**src/design/arm_pkg.sv**
```systemverilog
package arm_pkg;
    localparam int CODE_W     = 8;
    localparam int HIST_DEPTH = 10;
    localparam int IDX_W      = 4;
    localparam int NPIN       = 8;
    localparam int PSEL_W     = 3;
    localparam int CFG_W      = 8;
    localparam int HOUR_W     = 12;
    // clock rate in Hz and the duplicate window in seconds
    localparam int CLK_HZ     = 50_000_000;
    localparam int HOUR_S     = 3600;
    // cycles per one-second tick, derived from the clock rate
    localparam int SEC_CYCLES = CLK_HZ * 1;
    localparam logic [HOUR_W-1:0] HOUR_SEC = HOUR_W'(HOUR_S);

    typedef logic [CODE_W-1:0] arm_code_t;
    typedef logic [IDX_W-1:0]  arm_idx_t;
endpackage : arm_pkg

```
**src/design/arm_hist_if.sv**
```systemverilog
interface arm_hist_if;
    import arm_pkg::*;
    logic      wr;
    arm_code_t wr_code;
    logic      clr;
    logic      rd_en;
    arm_idx_t  rd_idx;
    arm_code_t rd_code;
    logic      rd_valid;

    modport ctl (output wr, wr_code, clr, rd_en, rd_idx,
                 input  rd_code, rd_valid);
    modport mem (input  wr, wr_code, clr, rd_en, rd_idx,
                 output rd_code, rd_valid);
endinterface : arm_hist_if

```
**src/design/arm_hist_mem.sv**
```systemverilog
module arm_hist_mem
    import arm_pkg::*;
(
    input  wire logic core_clk,  // system clock
    input  wire logic ce,        // clock enable
    arm_hist_if.mem   hist       // history port
);
    arm_code_t code_q   [HIST_DEPTH];
    arm_code_t code_nxt [HIST_DEPTH];
    logic [HIST_DEPTH-1:0] vld_q;
    logic [HIST_DEPTH-1:0] vld_nxt;
    arm_code_t rd_code_r;
    arm_code_t rd_code_nxt;
    logic      rd_valid_r;
    logic      rd_valid_nxt;

    // contents stand for nonvolatile storage: no reset touches them
    always_comb begin
        code_nxt     = code_q;
        vld_nxt      = vld_q;
        rd_code_nxt  = rd_code_r;
        rd_valid_nxt = rd_valid_r;
        if (hist.clr) begin
            vld_nxt = '0;
        end
        // shift newest in
        // a write beside a clear survives as the only entry
        if (hist.wr) begin
            for (int i = HIST_DEPTH - 1; i > 0; i--) begin
                code_nxt[i] = code_q[i-1];
            end
            code_nxt[0] = hist.wr_code;
            vld_nxt     = {vld_nxt[HIST_DEPTH-2:0], 1'b1};
        end
        if (hist.rd_en) begin
            if (int'(hist.rd_idx) < HIST_DEPTH) begin
                rd_code_nxt  = code_q[hist.rd_idx];
                rd_valid_nxt = vld_q[hist.rd_idx];
            end else begin
                rd_code_nxt  = '0;
                rd_valid_nxt = 1'b0;
            end
        end
    end

    always_ff @(posedge core_clk) begin
        if (ce) begin
            code_q     <= code_nxt;
            vld_q      <= vld_nxt;
            rd_code_r  <= rd_code_nxt;
            rd_valid_r <= rd_valid_nxt;
        end
    end

    assign hist.rd_code  = rd_code_r;
    assign hist.rd_valid = rd_valid_r;
endmodule : arm_hist_mem

```
**src/design/arm_top.sv**
```systemverilog
// Contract
// - selected reset input pin, when asserted, clears resettable active alarms.
// - up and down keys pressed together act as an alarm reset.
// - history keeps the ten newest alarms, read by display command.
// - same code again within one hour is not recorded.
// - history survives alarm resets and power loss; only clear empties it.
// - history clear command empties the history.
// - the three clear commands are refused while parameter writes are inhibited.
// - option module presence and model checked; mismatch raises an alarm.
// - module alarm cleared only by its own clear command.
// - a module hardware error result is never cleared by command.
// - motor type differing from stored one raises alarm at startup.
// - motor change alarm cleared only by its own clear command.
// - encoder alarms stay active through alarm reset requests.
// - system alarms are never written into the history.
module arm_top
    import arm_pkg::*;
#(
    parameter int unsigned SEC_CYCLES_P = SEC_CYCLES
)(
    input  wire logic              core_clk,          // system clock
    input  wire logic              rst,               // sync reset, high
    input  wire logic              ce,                // clock enable
    input  wire logic [NPIN-1:0]   alarm_reset_input_n, // reset pins, low
    input  wire logic [PSEL_W-1:0] reset_input_pin_select, // pin choice
    input  wire logic              panel_up_key,      // up key held
    input  wire logic              panel_down_key,    // down key held
    input  wire logic              alarm_event,       // alarm occurs, pulse
    input  wire arm_code_t         alarm_code,        // code of that alarm
    input  wire logic              alarm_resettable,  // clears on reset
    input  wire logic              alarm_encoder,     // encoder class
    input  wire logic              alarm_system,      // panel-only class
    input  wire logic              param_write_inhibit, // writes locked
    input  wire logic              history_display_cmd, // read strobe
    input  wire arm_idx_t          history_index,     // 0 is newest
    input  wire logic              history_clear_cmd, // pulse
    input  wire logic              module_alarm_clear_cmd, // pulse
    input  wire logic              motor_change_alarm_clear_cmd, // pulse
    input  wire logic [CFG_W-1:0]  opt_detected_cfg,  // modules found
    input  wire logic [CFG_W-1:0]  opt_stored_cfg,    // modules expected
    input  wire logic              opt_hw_error,      // module hw fault
    input  wire arm_code_t         motor_type_id,     // motor identified
    input  wire arm_code_t         motor_type_stored, // previous motor
    output logic                   servo_alarm_output, // any alarm
    output arm_code_t              active_alarm_code, // current alarm
    output logic                   alarm_reset_pulse, // reset acted
    output arm_code_t              history_code,      // read data
    output logic                   history_valid,     // entry present
    output logic                   opt_cfg_alarm,     // module config
    output logic                   opt_hw_alarm,      // module hw fault
    output logic                   opt_cfg_save,      // store detected
    output logic                   motor_change_alarm, // motor changed
    output logic                   motor_type_save,   // store motor id
    output logic                   cmd_done,          // command accepted
    output logic                   cmd_refused        // command refused
);
    arm_hist_if hist ();

    arm_hist_mem arm_hist_mem_inst (
        .core_clk (core_clk),
        .ce       (ce),
        .hist     (hist.mem)
    );

    logic      req_r,       req_nxt;
    logic      pulse_r,     pulse_nxt;
    logic      act_valid_r, act_valid_nxt;
    arm_code_t act_code_r,  act_code_nxt;
    logic      act_res_r,   act_res_nxt;
    logic      act_enc_r,   act_enc_nxt;
    logic      alm_out_r,   alm_out_nxt;
    logic      start_r,     start_nxt;
    logic      opt_cfg_r,   opt_cfg_nxt;
    logic      opt_hw_r,    opt_hw_nxt;
    logic      opt_save_r,  opt_save_nxt;
    logic      mot_r,       mot_nxt;
    logic      mot_save_r,  mot_save_nxt;
    logic      done_r,      done_nxt;
    logic      refused_r,   refused_nxt;
    logic      last_vld_r,  last_vld_nxt;
    arm_code_t last_code_r, last_code_nxt;
    logic [31:0]       tick_r, tick_nxt;
    logic [HOUR_W-1:0] secs_r, secs_nxt;

    logic reset_req;
    logic reset_edge;
    logic any_cmd;
    logic dup_hit;
    logic rec;

    always_comb begin
        reset_req  = !alarm_reset_input_n[reset_input_pin_select]
                     || (panel_up_key && panel_down_key);
        reset_edge = reset_req && !req_r;
        any_cmd    = history_clear_cmd || module_alarm_clear_cmd
                     || motor_change_alarm_clear_cmd;
        dup_hit    = last_vld_r && alarm_code == last_code_r
                     && secs_r < HOUR_SEC;
        rec        = alarm_event && !alarm_system && !dup_hit;
    end

    always_comb begin
        req_nxt       = reset_req;
        pulse_nxt     = reset_edge;
        act_valid_nxt = act_valid_r;
        act_code_nxt  = act_code_r;
        act_res_nxt   = act_res_r;
        act_enc_nxt   = act_enc_r;
        if (alarm_event) begin
            // a new alarm wins over a reset in the same cycle
            act_valid_nxt = 1'b1;
            act_code_nxt  = alarm_code;
            act_res_nxt   = alarm_resettable;
            act_enc_nxt   = alarm_encoder;
        end else if (reset_edge && act_res_r && !act_enc_r) begin
            act_valid_nxt = 1'b0;
        end
    end

    always_comb begin
        start_nxt    = 1'b0;
        opt_cfg_nxt  = opt_cfg_r;
        opt_save_nxt = 1'b0;
        mot_nxt      = mot_r;
        mot_save_nxt = 1'b0;
        done_nxt     = 1'b0;
        refused_nxt  = 1'b0;
        opt_hw_nxt   = opt_hw_error;
        if (any_cmd && param_write_inhibit) begin
            refused_nxt = 1'b1;
        end else if (any_cmd) begin
            done_nxt = 1'b1;
            if (module_alarm_clear_cmd) begin
                opt_cfg_nxt  = 1'b0;
                opt_save_nxt = 1'b1;
            end
            if (motor_change_alarm_clear_cmd) begin
                mot_nxt      = 1'b0;
                mot_save_nxt = 1'b1;
            end
        end
        // compare modules and motor type at startup
        // a detected fault wins over a clear in the same cycle
        if (start_r && opt_detected_cfg != opt_stored_cfg) begin
            opt_cfg_nxt = 1'b1;
        end
        if (start_r && motor_type_id != motor_type_stored) begin
            mot_nxt = 1'b1;
        end
        alm_out_nxt = act_valid_nxt || opt_cfg_nxt || opt_hw_nxt || mot_nxt;
    end

    // duplicate window: seconds since the last non-system occurrence, recorded or not
    always_comb begin
        tick_nxt      = tick_r;
        secs_nxt      = secs_r;
        last_vld_nxt  = last_vld_r;
        last_code_nxt = last_code_r;
        if (tick_r >= SEC_CYCLES_P - 1) begin
            tick_nxt = '0;
            if (secs_r < HOUR_SEC) begin
                secs_nxt = secs_r + HOUR_W'(1);
            end
        end else begin
            tick_nxt = tick_r + 32'h1;
        end
        if (history_clear_cmd && !param_write_inhibit) begin
            last_vld_nxt = 1'b0;
        end
        if (alarm_event && !alarm_system) begin
            last_vld_nxt  = 1'b1;
            last_code_nxt = alarm_code;
            tick_nxt      = '0;
            secs_nxt      = '0;
        end
    end

    always_ff @(posedge core_clk) begin
        if (rst) begin
            req_r <= 1'b1; // a level held through reset is not an edge
            pulse_r <= 1'b0;
            act_valid_r <= 1'b0;
            act_code_r <= '0;
            act_res_r <= 1'b0;
            act_enc_r <= 1'b0;
            alm_out_r <= 1'b0;
            start_r <= 1'b1;
            opt_cfg_r <= 1'b0;
            opt_hw_r <= 1'b0;
            opt_save_r <= 1'b0;
            mot_r <= 1'b0;
            mot_save_r <= 1'b0;
            done_r <= 1'b0;
            refused_r <= 1'b0;
            last_vld_r <= 1'b0;
            last_code_r <= '0;
            tick_r <= '0;
            secs_r <= '0;
        end else if (ce) begin
            req_r <= req_nxt;
            pulse_r <= pulse_nxt;
            act_valid_r <= act_valid_nxt;
            act_code_r <= act_code_nxt;
            act_res_r <= act_res_nxt;
            act_enc_r <= act_enc_nxt;
            alm_out_r <= alm_out_nxt;
            start_r <= start_nxt;
            opt_cfg_r <= opt_cfg_nxt;
            opt_hw_r <= opt_hw_nxt;
            opt_save_r <= opt_save_nxt;
            mot_r <= mot_nxt;
            mot_save_r <= mot_save_nxt;
            done_r <= done_nxt;
            refused_r <= refused_nxt;
            last_vld_r <= last_vld_nxt;
            last_code_r <= last_code_nxt;
            tick_r <= tick_nxt;
            secs_r <= secs_nxt;
        end
    end

    // history only touched by writes and the clear command
    assign hist.wr      = ce && !rst && rec;
    assign hist.wr_code = alarm_code;
    assign hist.clr     = ce && !rst && history_clear_cmd
                          && !param_write_inhibit;
    assign hist.rd_en   = history_display_cmd;
    assign hist.rd_idx  = history_index;

    assign servo_alarm_output = alm_out_r;
    assign active_alarm_code  = act_code_r;
    assign alarm_reset_pulse  = pulse_r;
    assign history_code       = hist.rd_code;
    assign history_valid      = hist.rd_valid;
    assign opt_cfg_alarm      = opt_cfg_r;
    assign opt_hw_alarm       = opt_hw_r;
    assign opt_cfg_save       = opt_save_r;
    assign motor_change_alarm = mot_r;
    assign motor_type_save    = mot_save_r;
    assign cmd_done           = done_r;
    assign cmd_refused        = refused_r;
endmodule : arm_top

```
**config.mk**
```make
export PLATFORM = sky130hd
export DESIGN_NAME = arm_top
export DESIGN_NICKNAME = d
export VERILOG_FILES = /design/src/design/arm_pkg.sv /design/src/design/arm_hist_if.sv /design/src/design/arm_hist_mem.sv /design/src/design/arm_top.sv
export SDC_FILE = /design/constraint.sdc
export NUM_CORES = 1
export LEC_CHECK = 0
export BUFFER_PORTS_ARGS = -buffer_cell sky130_fd_sc_hd__buf_2
export CAP_MARGIN = 20
export CORE_MARGIN = 5
export CORE_UTILIZATION = 52
export DETAILED_ROUTE_END_ITERATION = 6
export GPL_ROUTABILITY_DRIVEN = 0
export PLACE_DENSITY = 0.83
export SLEW_MARGIN = 0
export SYNTH_ARGS = -nofsm -noshare
export SYNTH_HDL_FRONTEND = slang
export SYNTH_SLANG_ARGS = --single-unit
```
**constraint.sdc**
```tcl
create_clock -name core_clk -period 2.6 [get_ports core_clk]
set_clock_uncertainty 0.05 [all_clocks]
set_input_delay 0.13 -clock core_clk [delete_from_list [all_inputs] [get_ports core_clk]]
set_output_delay 0.13 -clock core_clk [all_outputs]
set_load 0.01 [all_outputs]
```
== After elaboration in Yosys (flattened, before gate mapping) ==
Index checks and enable logic that the tools add are counted.

* Flip-flop bits (word level): 174
* Output and inout bits: 26
* Input port bits: 70
* Logic and storage cells: 121

* Bitwise logic cells: 1
* Magnitude comparators: 6
* Mux-type cells: 35
* Equality and inequality tests: 3
* Reduce and logical (&&, ||, !) cells: 40
* Add/subtract/negate cells: 2

{| class="wikitable"
|+ Operators by type and width
! operator !! count
|-
| $mux W32 || 2
|-
| $mux W12 || 3
|-
| $add A32 B1 Y32 const B || 1
|-
| $bmux W8 S4 || 1
|-
| $ge A32 B26 Y1 const B || 1
|-
| $mux W1 || 23
|-
| $mux W10 || 2
|-
| $logic_and A1 B1 Y1 || 16
|-
| $mux W8 || 2
|-
| $ne A8 B8 Y1 || 2
|-
| $add A12 B1 Y12 const B || 1
|-
| $lt A12 B12 Y1 const B || 1
|-
| $reduce_and A2 Y1 || 6
|-
| $eq A8 B8 Y1 || 1
|-
| $reduce_bool A2 Y1 || 4
|-
| $logic_not A1 Y1 || 7
|-
| $logic_or A1 B1 Y1 || 6
|-
| $ge A5 B5 Y1 const B || 1
|-
| $lt A4 B5 Y1 const B || 1
|-
| $not A4 Y5 || 1
|-
| $bmux W1 S4 || 1
|-
| $lt A3 B4 Y1 const B || 1
|-
| $lt A4 B4 Y1 const B || 1
|-
| $bmux W1 S3 || 1
|-
| $reduce_and A3 Y1 || 1
|}

== Longest topological paths before layout ==
Gate-level depths: netlist (run 1).

* Word-level depth: 12
* Mapped depth: 9
* Mapped depth without buffers: 7

== Cells and area by module ==
Synthesis (run 1) repeated with hierarchy kept, for this count alone.

* Cells, all modules: 636
* Area, all modules: 7,472.2 um^2

{| class="wikitable"
|+ Modules (own cells, without submodules)
! module !! area each (um^2) !! cells an instance !! seq. area each (um^2) !! times used
|-
| arm_hist_mem || 3,902.5 || 200 || 2,972.9 || 1
|-
| arm_top || 3,569.7 || 436 || 1,501.4 || 1
|}

== Worst setup path after synthesis (run 1) ==
Ideal clock, no wire load.

* Path kind: input -> register
* Start point: input port ce
* End point: register arm_hist_mem_inst.vld_q[3], data pin
* Library setup time: 0.271 ns
* Stages: 7
* Data arrival time: 2.441 ns
* Slack: -0.162 ns
* Buffers on the path: 2
* Data required time: 2.279 ns
* Path through: buf_2 > nand2_1 > nor3_2 > o21a_1 > buf_2 > mux2i_1 > nor2_1

* Word-level cells in the longest chain between the ends: 5
* Elaborated cells between the ends (all ways): 6
* Those cells by class: mux: 2; reduce/logical: 4

{| class="wikitable"
|+ Ends and longest elaborated chain
! item !! line !! source
|-
| start, declared || arm_top.sv:23 || <nowiki>input wire logic ce,</nowiki>
|-
| $logic_and A1 B1 Y1 (*) || arm_top.sv:223, arm_top.sv:225 ||
|-
| $logic_and A1 B1 Y1 || arm_top.sv:225 || <nowiki>assign hist.clr = ce && !rst && history_clear_cmd</nowiki>
|-
| $logic_and A1 B1 Y1 || arm_top.sv:226 || <nowiki>&& !param_write_inhibit;</nowiki>
|-
| $mux W10 || arm_hist_mem.sv:23 || <nowiki>if (hist.clr) begin</nowiki>
|-
| $mux W10 (*) || arm_hist_mem.sv:28 || <nowiki>if (hist.wr) begin</nowiki>
|-
| named net arm_hist_mem_inst.vld_nxt[3] || arm_hist_mem.sv:11 || <nowiki>logic [HIST_DEPTH-1:0] vld_nxt;</nowiki>
|-
| end signal, assigned || arm_hist_mem.sv:49 || <nowiki>vld_q <= vld_nxt;</nowiki>
|-
| end, declared || arm_hist_mem.sv:10 || <nowiki>logic [HIST_DEPTH-1:0] vld_q;</nowiki>
|}

The timed path passes the listed nets; every way through them passes the cells marked *. The select of a mux whose other input is x is not followed.
A chain may end at the register's enable or synchronous reset.

== Worst setup path in the final report (run 1) ==
* Start point: register tick_r[28]
* End point: register tick_r[25]

* Word-level cells in the longest chain between the ends: 3

{| class="wikitable"
|+ Ends and longest elaborated chain
! item !! line !! source
|-
| start, declared || arm_top.sv:82 || <nowiki>logic [31:0] tick_r, tick_nxt;</nowiki>
|-
| start signal, assigned || arm_top.sv:217 || <nowiki>tick_r <= tick_nxt;</nowiki>
|-
| $ge A32 B26 Y1 || arm_top.sv:159 || <nowiki>if (tick_r >= SEC_CYCLES_P - 1) begin</nowiki>
|-
| $mux W32 || arm_top.sv:159 ||
|-
| $mux W32 || arm_top.sv:170 || <nowiki>if (alarm_event && !alarm_system) begin</nowiki>
|}

Every way passes these cells.

==> results of run 1 <==
cell usage in the layout, fill, tap and decap left out, drive strengths merged, types with 14 or more instances in the layout:
| cell | instances |
|---|---|
| a21oi | 39 |
| buf | 106 |
| clkbuf | 17 |
| dfxtp | 75 |
| edfxtp | 99 |
| inv | 20 |
| mux4 | 20 |
| nand2 | 55 |
| nand3 | 14 |
| nand4 | 16 |
| nor2 | 62 |
| xnor2 | 26 |
| xor2 | 23 |
through the flow:
stage | hold WS [ns] | setup WS, ns
after floorplan | 0.1789 | 0.2859
after global placement | 0.3227 | 0.4175
after detailed placement | 0.3300 | 0.3679
after CTS | 0.01019 | 0.3405
after global routing | 0.04167 | 0.09813
final | 0.01380 | 0.3002
state kept, by name, summed over array words and instances (netlist names), 8 cells and up:
signal,cells
active_alarm_code,8
arm_hist_mem_inst.code_q,80
arm_hist_mem_inst.hist.rd_code,8
arm_hist_mem_inst.vld_q,10
last_code_r,8
secs_r,12
tick_r,32
power by group through the flow:
stage               registers, mW  clock network [mW]  logic, mW
floorplan                    3.06                   0      0.223
global placement             3.06                   0      0.369
detailed placement           3.06                   0      0.388
CTS                          3.00                2.53      0.405
global route                 3.00                2.66      0.444
finish                       3.00                2.50      0.404
per-layer routing:
layer | share of wire | GRT usage | vias to the layer above
li1 | - | - | 2433
met1 | 0.40 | 0.2447 | 2544
met2 | 0.51 | 0.3384 | 225
met3 | 0.070 | 0.06102 | 39
met4 | 0.022 | 0.06300 | 0
met5 | 0 | 0 | -
worst paths after layout:
path                                                      to  depth (start not counted)  slack, ns                         start
worst max register to register                    tick_r[25]                          7       0.30                    tick_r[28]
worst min register to register  arm_hist_mem_inst.code_q[22]                          0       0.40  arm_hist_mem_inst.code_q[30]
worst min-delay path                             cmd_refused                          3       0.01        module_alarm_clear_cmd
worst max-delay path                              tick_r[25]                          7       0.30                    tick_r[28]
logic make-up after synthesis:
| logic type | Yosys count | synth area share |
|---|---|---|
| AND/OR/NAND/NOR | 202 | 0.1371 |
| flip-flops | 174 | 0.6090 |
| AO/OA/AOI/OAI | 88 | 0.07834 |
| XOR/XNOR | 49 | 0.05841 |
| multiplexers | 42 | 0.09281 |
| buffers and inverters | 36 | 0.02095 |
| adder cells (fa/ha/maj) | 2 | 0.003405 |
worst max-delay path, delay by kind of cell, from the launching register on:
family	cells	cell delay, ns
compound gates	3	0.68
simple gates	3	0.90
flops	1	0.34
buf+inv	1	0.24
cell type report:
type                       instances  area share
clock buffer                      17     0.04862
clock inverter                    15     0.01745
inverter                          12    0.005148
multi-input combinational        383      0.3116
sequential                       174      0.5114
tap                              180     0.02574
timing repair buffer             119     0.08008
==> metrics, run 1 <==
run status finished clean; setup TNS 0 ns; synthesized area per cell 12.39 µm²; Inst Count DP roughly 860; core area 13,880 µm²; max-slew violation count 0; # IOs between 90 and 100; IO Port Bufs 95; storage element area 4474 µm²; Unique masters post-synth 55; share of the synthesized area in the top cell type 0.4046; Reg clk slew, reported paths approximately 0.070 ns; MaxCap Viol Count 0; TritonCTS clock tree done; Max transition margin 0.3385; CP max FO 31; Rows 43; vias in the first global route ~5,200; area post-placement 8041 µm²; drt first pass iters 5; Leak between 3 and 4 nW; clock sinks about 170; initial drt markers 422; Synth warnings 0; initial core utilization 0.5293; Clock Root Buffer clkbuf_16; Synth top cells by count 99 x edfxtp_1, 75 x dfxtp_1, 62 x nor2_1; Worst-Margin Slew 0.9887 ns; design area 8750 µm²; Pwr Density ~680 nW/µm²; clock power share 0.424; most frequent cell after synthesis edfxtp_1; Power Total 5.908 mW; total CTS buffers 17; CTS max path bufs 2; Async SR Flop Fraction 0; Setup Fix Bufs, Post-CTS 0; WL/cell 17.62 µm; final setup vio count 0; post-DP HPWL between 10,000 and 15,000 µm; CTS resizes 0; post-synth top area cell edfxtp_1; remaining global-route overflow 0; layout cell share with drive strength beyond 1 0.2486; multi-input logic area roughly 2700 µm²; crit path DAT 2.61 ns; number of synthesized flops with an enable pin a little under 100; Cell Int Power around 4.5 mW; Total Wirelength ~16,000 µm; Crit. End Element register; startpoint types register; Data required, critical path 2.91 ns; Final Non-Filler Cells 900; Syn Std Cell Area approximately 7300 µm²; crit path cell chain nor4_1, o2111ai_1, a221oi_2, or2_1, nand2_1, buf_4, a21oi_1; Core Util, Final 0.6303; first-pass GRT wire length 25,900 µm; sequential group share of total power 0.508; dominant cells by area after synthesis edfxtp_1 40%, dfxtp_1 20%, mux4_2 6.1%, nor2_1 3.2%, xnor2_1 3.1%; combinational share of power 0.068; flops & latches, synth roughly 170; Via density roughly 5.8; die height around 130 µm; clock latency on the worst-skew pair 0.43 ns; VDD IR max between 0.4 and 0.5 mV; Sw Pwr about 1.4 mW; worst hold path class input port to register; Die Width 128.9 µm; kind of critical path register to register; # DRC 0; largest net degree at the start of global routing 35; vias 5,241; slowest CP cell nor4_1; Tmin final ~2.3 ns; Hold Fails Final Rpt 0; slowest cell delay on critical path roughly 0.48 ns; predominant post-synthesis flop cell edfxtp_1; number of diodes 0; post-synth net total approximately 670; Tcrit/Tclk final 0.8846; Final ANT Viol Nets 0; die area around 17,000 µm²; Sw Ratio 0.2377; Syn-to-layout area delta 19.09%; Seq/Total Area, Yosys 0.6090; fmax about 0.43 GHz; Syn Inst Count about 590; GRT Util Overall 0.1993; antenna violations before repair 0; fillers about 1,000; H-tree Lvls 4; Hold Buf Count CTS 13; RSZ-0062 raised after global routing no; Net count, final ~780
Power figures use the tool's default switching activity.
==> inputs of run 2 (changes only) <==
CORE_UTILIZATION = 58   (was 52)
GPL_TIMING_DRIVEN = 0   (was default)
PLACE_DENSITY = 0.87   (was 0.83)
clock period = 2.7 ns   (was 2.6 ns; I/O delays follow)
==> run 2 against run 1 <==
Against the previous run: die area down 9.6%; sequential power fell by 4%; cell count increased by 0.33%; via count up 1.0%; clock-buffer cell count increased by 3; sequential share of layout area barely moved; setup slack got worse by 0.13 ns; critical path depth is the same; combinational power fell by 4%.
==> metrics, run 2 (synthesis results as in run 1) <==
run status finished clean; RSZ-0062 raised after global routing no; post-DP HPWL 11,110 µm (+1.2%); remaining global-route overflow 0 (unchanged); Clock Root Buffer clkbuf_16; clock sinks 174 (unchanged); largest net degree at the start of global routing 90 (+160%); Reg clk slew, reported paths 0.06 ns (about the same); initial drt markers 526 (+25%); startpoint types input port; sequential group share of total power 0.507 (about the same); VDD IR max 0.4828 mV (-0.10%); # DRC 0 (unchanged); vias 5,295 (+1.0%); H-tree Lvls 4 (unchanged); final setup vio count 0 (unchanged); Max transition margin 0.5605 (+0.2220); TritonCTS clock tree done; Crit. Startpoint rst; Sw Ratio 0.2234 (-0.01436); worst hold path class input port to register; kind of critical path input port to register; Hold Startpoint panel_down_key; Syn-to-layout area delta 19.16% (about the same); Total Wirelength 16,640 µm (+4.9%); initial core utilization 0.5870 (+0.05767); Tcrit/Tclk final 0.9367; MaxCap Viol Count 0 (unchanged); max reg flops 80 (unchanged); antenna violations before repair 0 (unchanged); setup TNS 0 ns (unchanged); # IOs 96 (unchanged); Via density 5.864 (+0.69%); die height 122.6 µm (-4.9%); Worst-Margin Slew 0.6592 ns (-0.3294 ns); clock latency on the worst-skew pair 0.43 ns (about the same); Tmin final approximately 2.5 ns; largest registers arm_hist_mem_inst.code_q (80), tick_r (32), secs_r (12); core area 12,520 µm² (-9.8%); Final ANT Viol Nets 0 (unchanged); Rows 41 (-4.7%); Setup Fix Bufs, Post-CTS 0 (unchanged); Sw Pwr 1.274 mW (-9.3%); commonest cells after routing, fill and taps aside 99 x buf_2, 99 x edfxtp_1, 75 x dfxtp_1; Leak 3.189 nW (-0.28%); Crit. End Element register; Cell Int Power 4.430 mW (-1.6%); number of diodes 0 (unchanged); Top reg by flops arm_hist_mem_inst.code_q; Pwr Density 651.5 nW/µm² (-3.5%); Net count, final 790 (+1.4%); vias in the first global route 5,525 (+5.5%); die area 15,020 µm² (-9.6%); IO Port Bufs 92 (-3.2%); Hold Fails Final Rpt 0 (unchanged); CTS max path bufs 2 (unchanged); GRT Util Overall 0.2356 (+0.03624); Hold Crit Depth 5 (+2); drt first pass iters 7 (+2); WL/cell 18.43 µm (+4.6%); Power Total 5.704 mW (-3.5%); Worst R2R Path Depth 7 (unchanged); layout cell share with drive strength beyond 1 0.2353 (-0.01332); combinational share of power 0.068 (about the same); reg-to-reg startpoint secs_r[5]; total CTS buffers 17 (unchanged); clock power share 0.425 (about the same); fmax approximately 0.40 GHz; Die Width 122.6 µm (-4.9%); first-pass GRT wire length 27,340 µm (+5.6%); crit path DAT 2.64 ns (+0.03 ns); Data required, critical path 2.81 ns (-0.10 ns); max-slew violation count 0 (unchanged); CP max FO 89 (+190%)
## run 2: area by class of cell
type	count	area (µm²)
Buffer	24	118.9
Multi-Input combinational cell	383	2719
Inverter	12	45.04
Sequential cell	174	4474
Tap cell	172	215.2
Timing Repair Buffer	106	600.6
Clock buffer	20	446.7
Clock inverter	12	135.1
Fill cell	849	3762
## run 2: repair_timing
action                                  CTS  global route
hold buffers                             14             0
gates resized for setup                   1             2
cloned                                    0             0
hold endpoints to repair                 30             0
endpoints found under the setup margin    6             4
## run 2: metrics by stage
step	std cells	area [µm²]	hold slack, ns	setup WS (ns)	util
2_1_floorplan	593	7350	0.1839	0.3859	-
3_3_place_gp	857	8025	0.3250	-0.3935	0.6411
3_5_place_dp	857	8025	0.3335	-0.5070	0.6411
4_1_cts	903	8751	0.009393	0.09400	0.6991
5_1_grt	903	8755	0.05583	0.05347	0.6994
6_report	903	8755	0.03896	0.1710	0.6994
## run 2: power groups by stage
stage,Sequential (mW),Clock [mW],Combinational [mW]
CTS,2.89,2.43,0.387
finish,2.89,2.42,0.388
floorplan,2.95,0,0.215
global placement,2.94,0,0.353
global route,2.90,2.56,0.424
detailed placement,2.95,0,0.366
## run 2: worst max-delay path, cell delays in order
cell and delay (ns):
dlygate4sd3_1 0.54, buf_2 0.14, nor3_2 0.55, o21a_1 0.36, buf_8 0.53, mux2i_1 0.28, nor2_1 0.05
## run 2: final timing paths
kind | end | slack, ns
hold reg to reg | arm_hist_mem_inst.code_q[1] | 0.40
setup reg to reg | arm_hist_mem_inst.vld_q[6] | 0.17
setup / recovery | arm_hist_mem_inst.vld_q[6] | 0.17
hold / removal | req_r | 0.04
## run 2: metal layers
layer	part of all wire	routed length, µm	vias to the layer above	track usage
met4	0.026	427	0	0.08817
met1	0.38	6398	2520	0.2707
li1	-	-	2454	-
met2	0.52	8652	267	0.4205
met5	0	0	-	0
met3	0.070	1163	54	0.06359
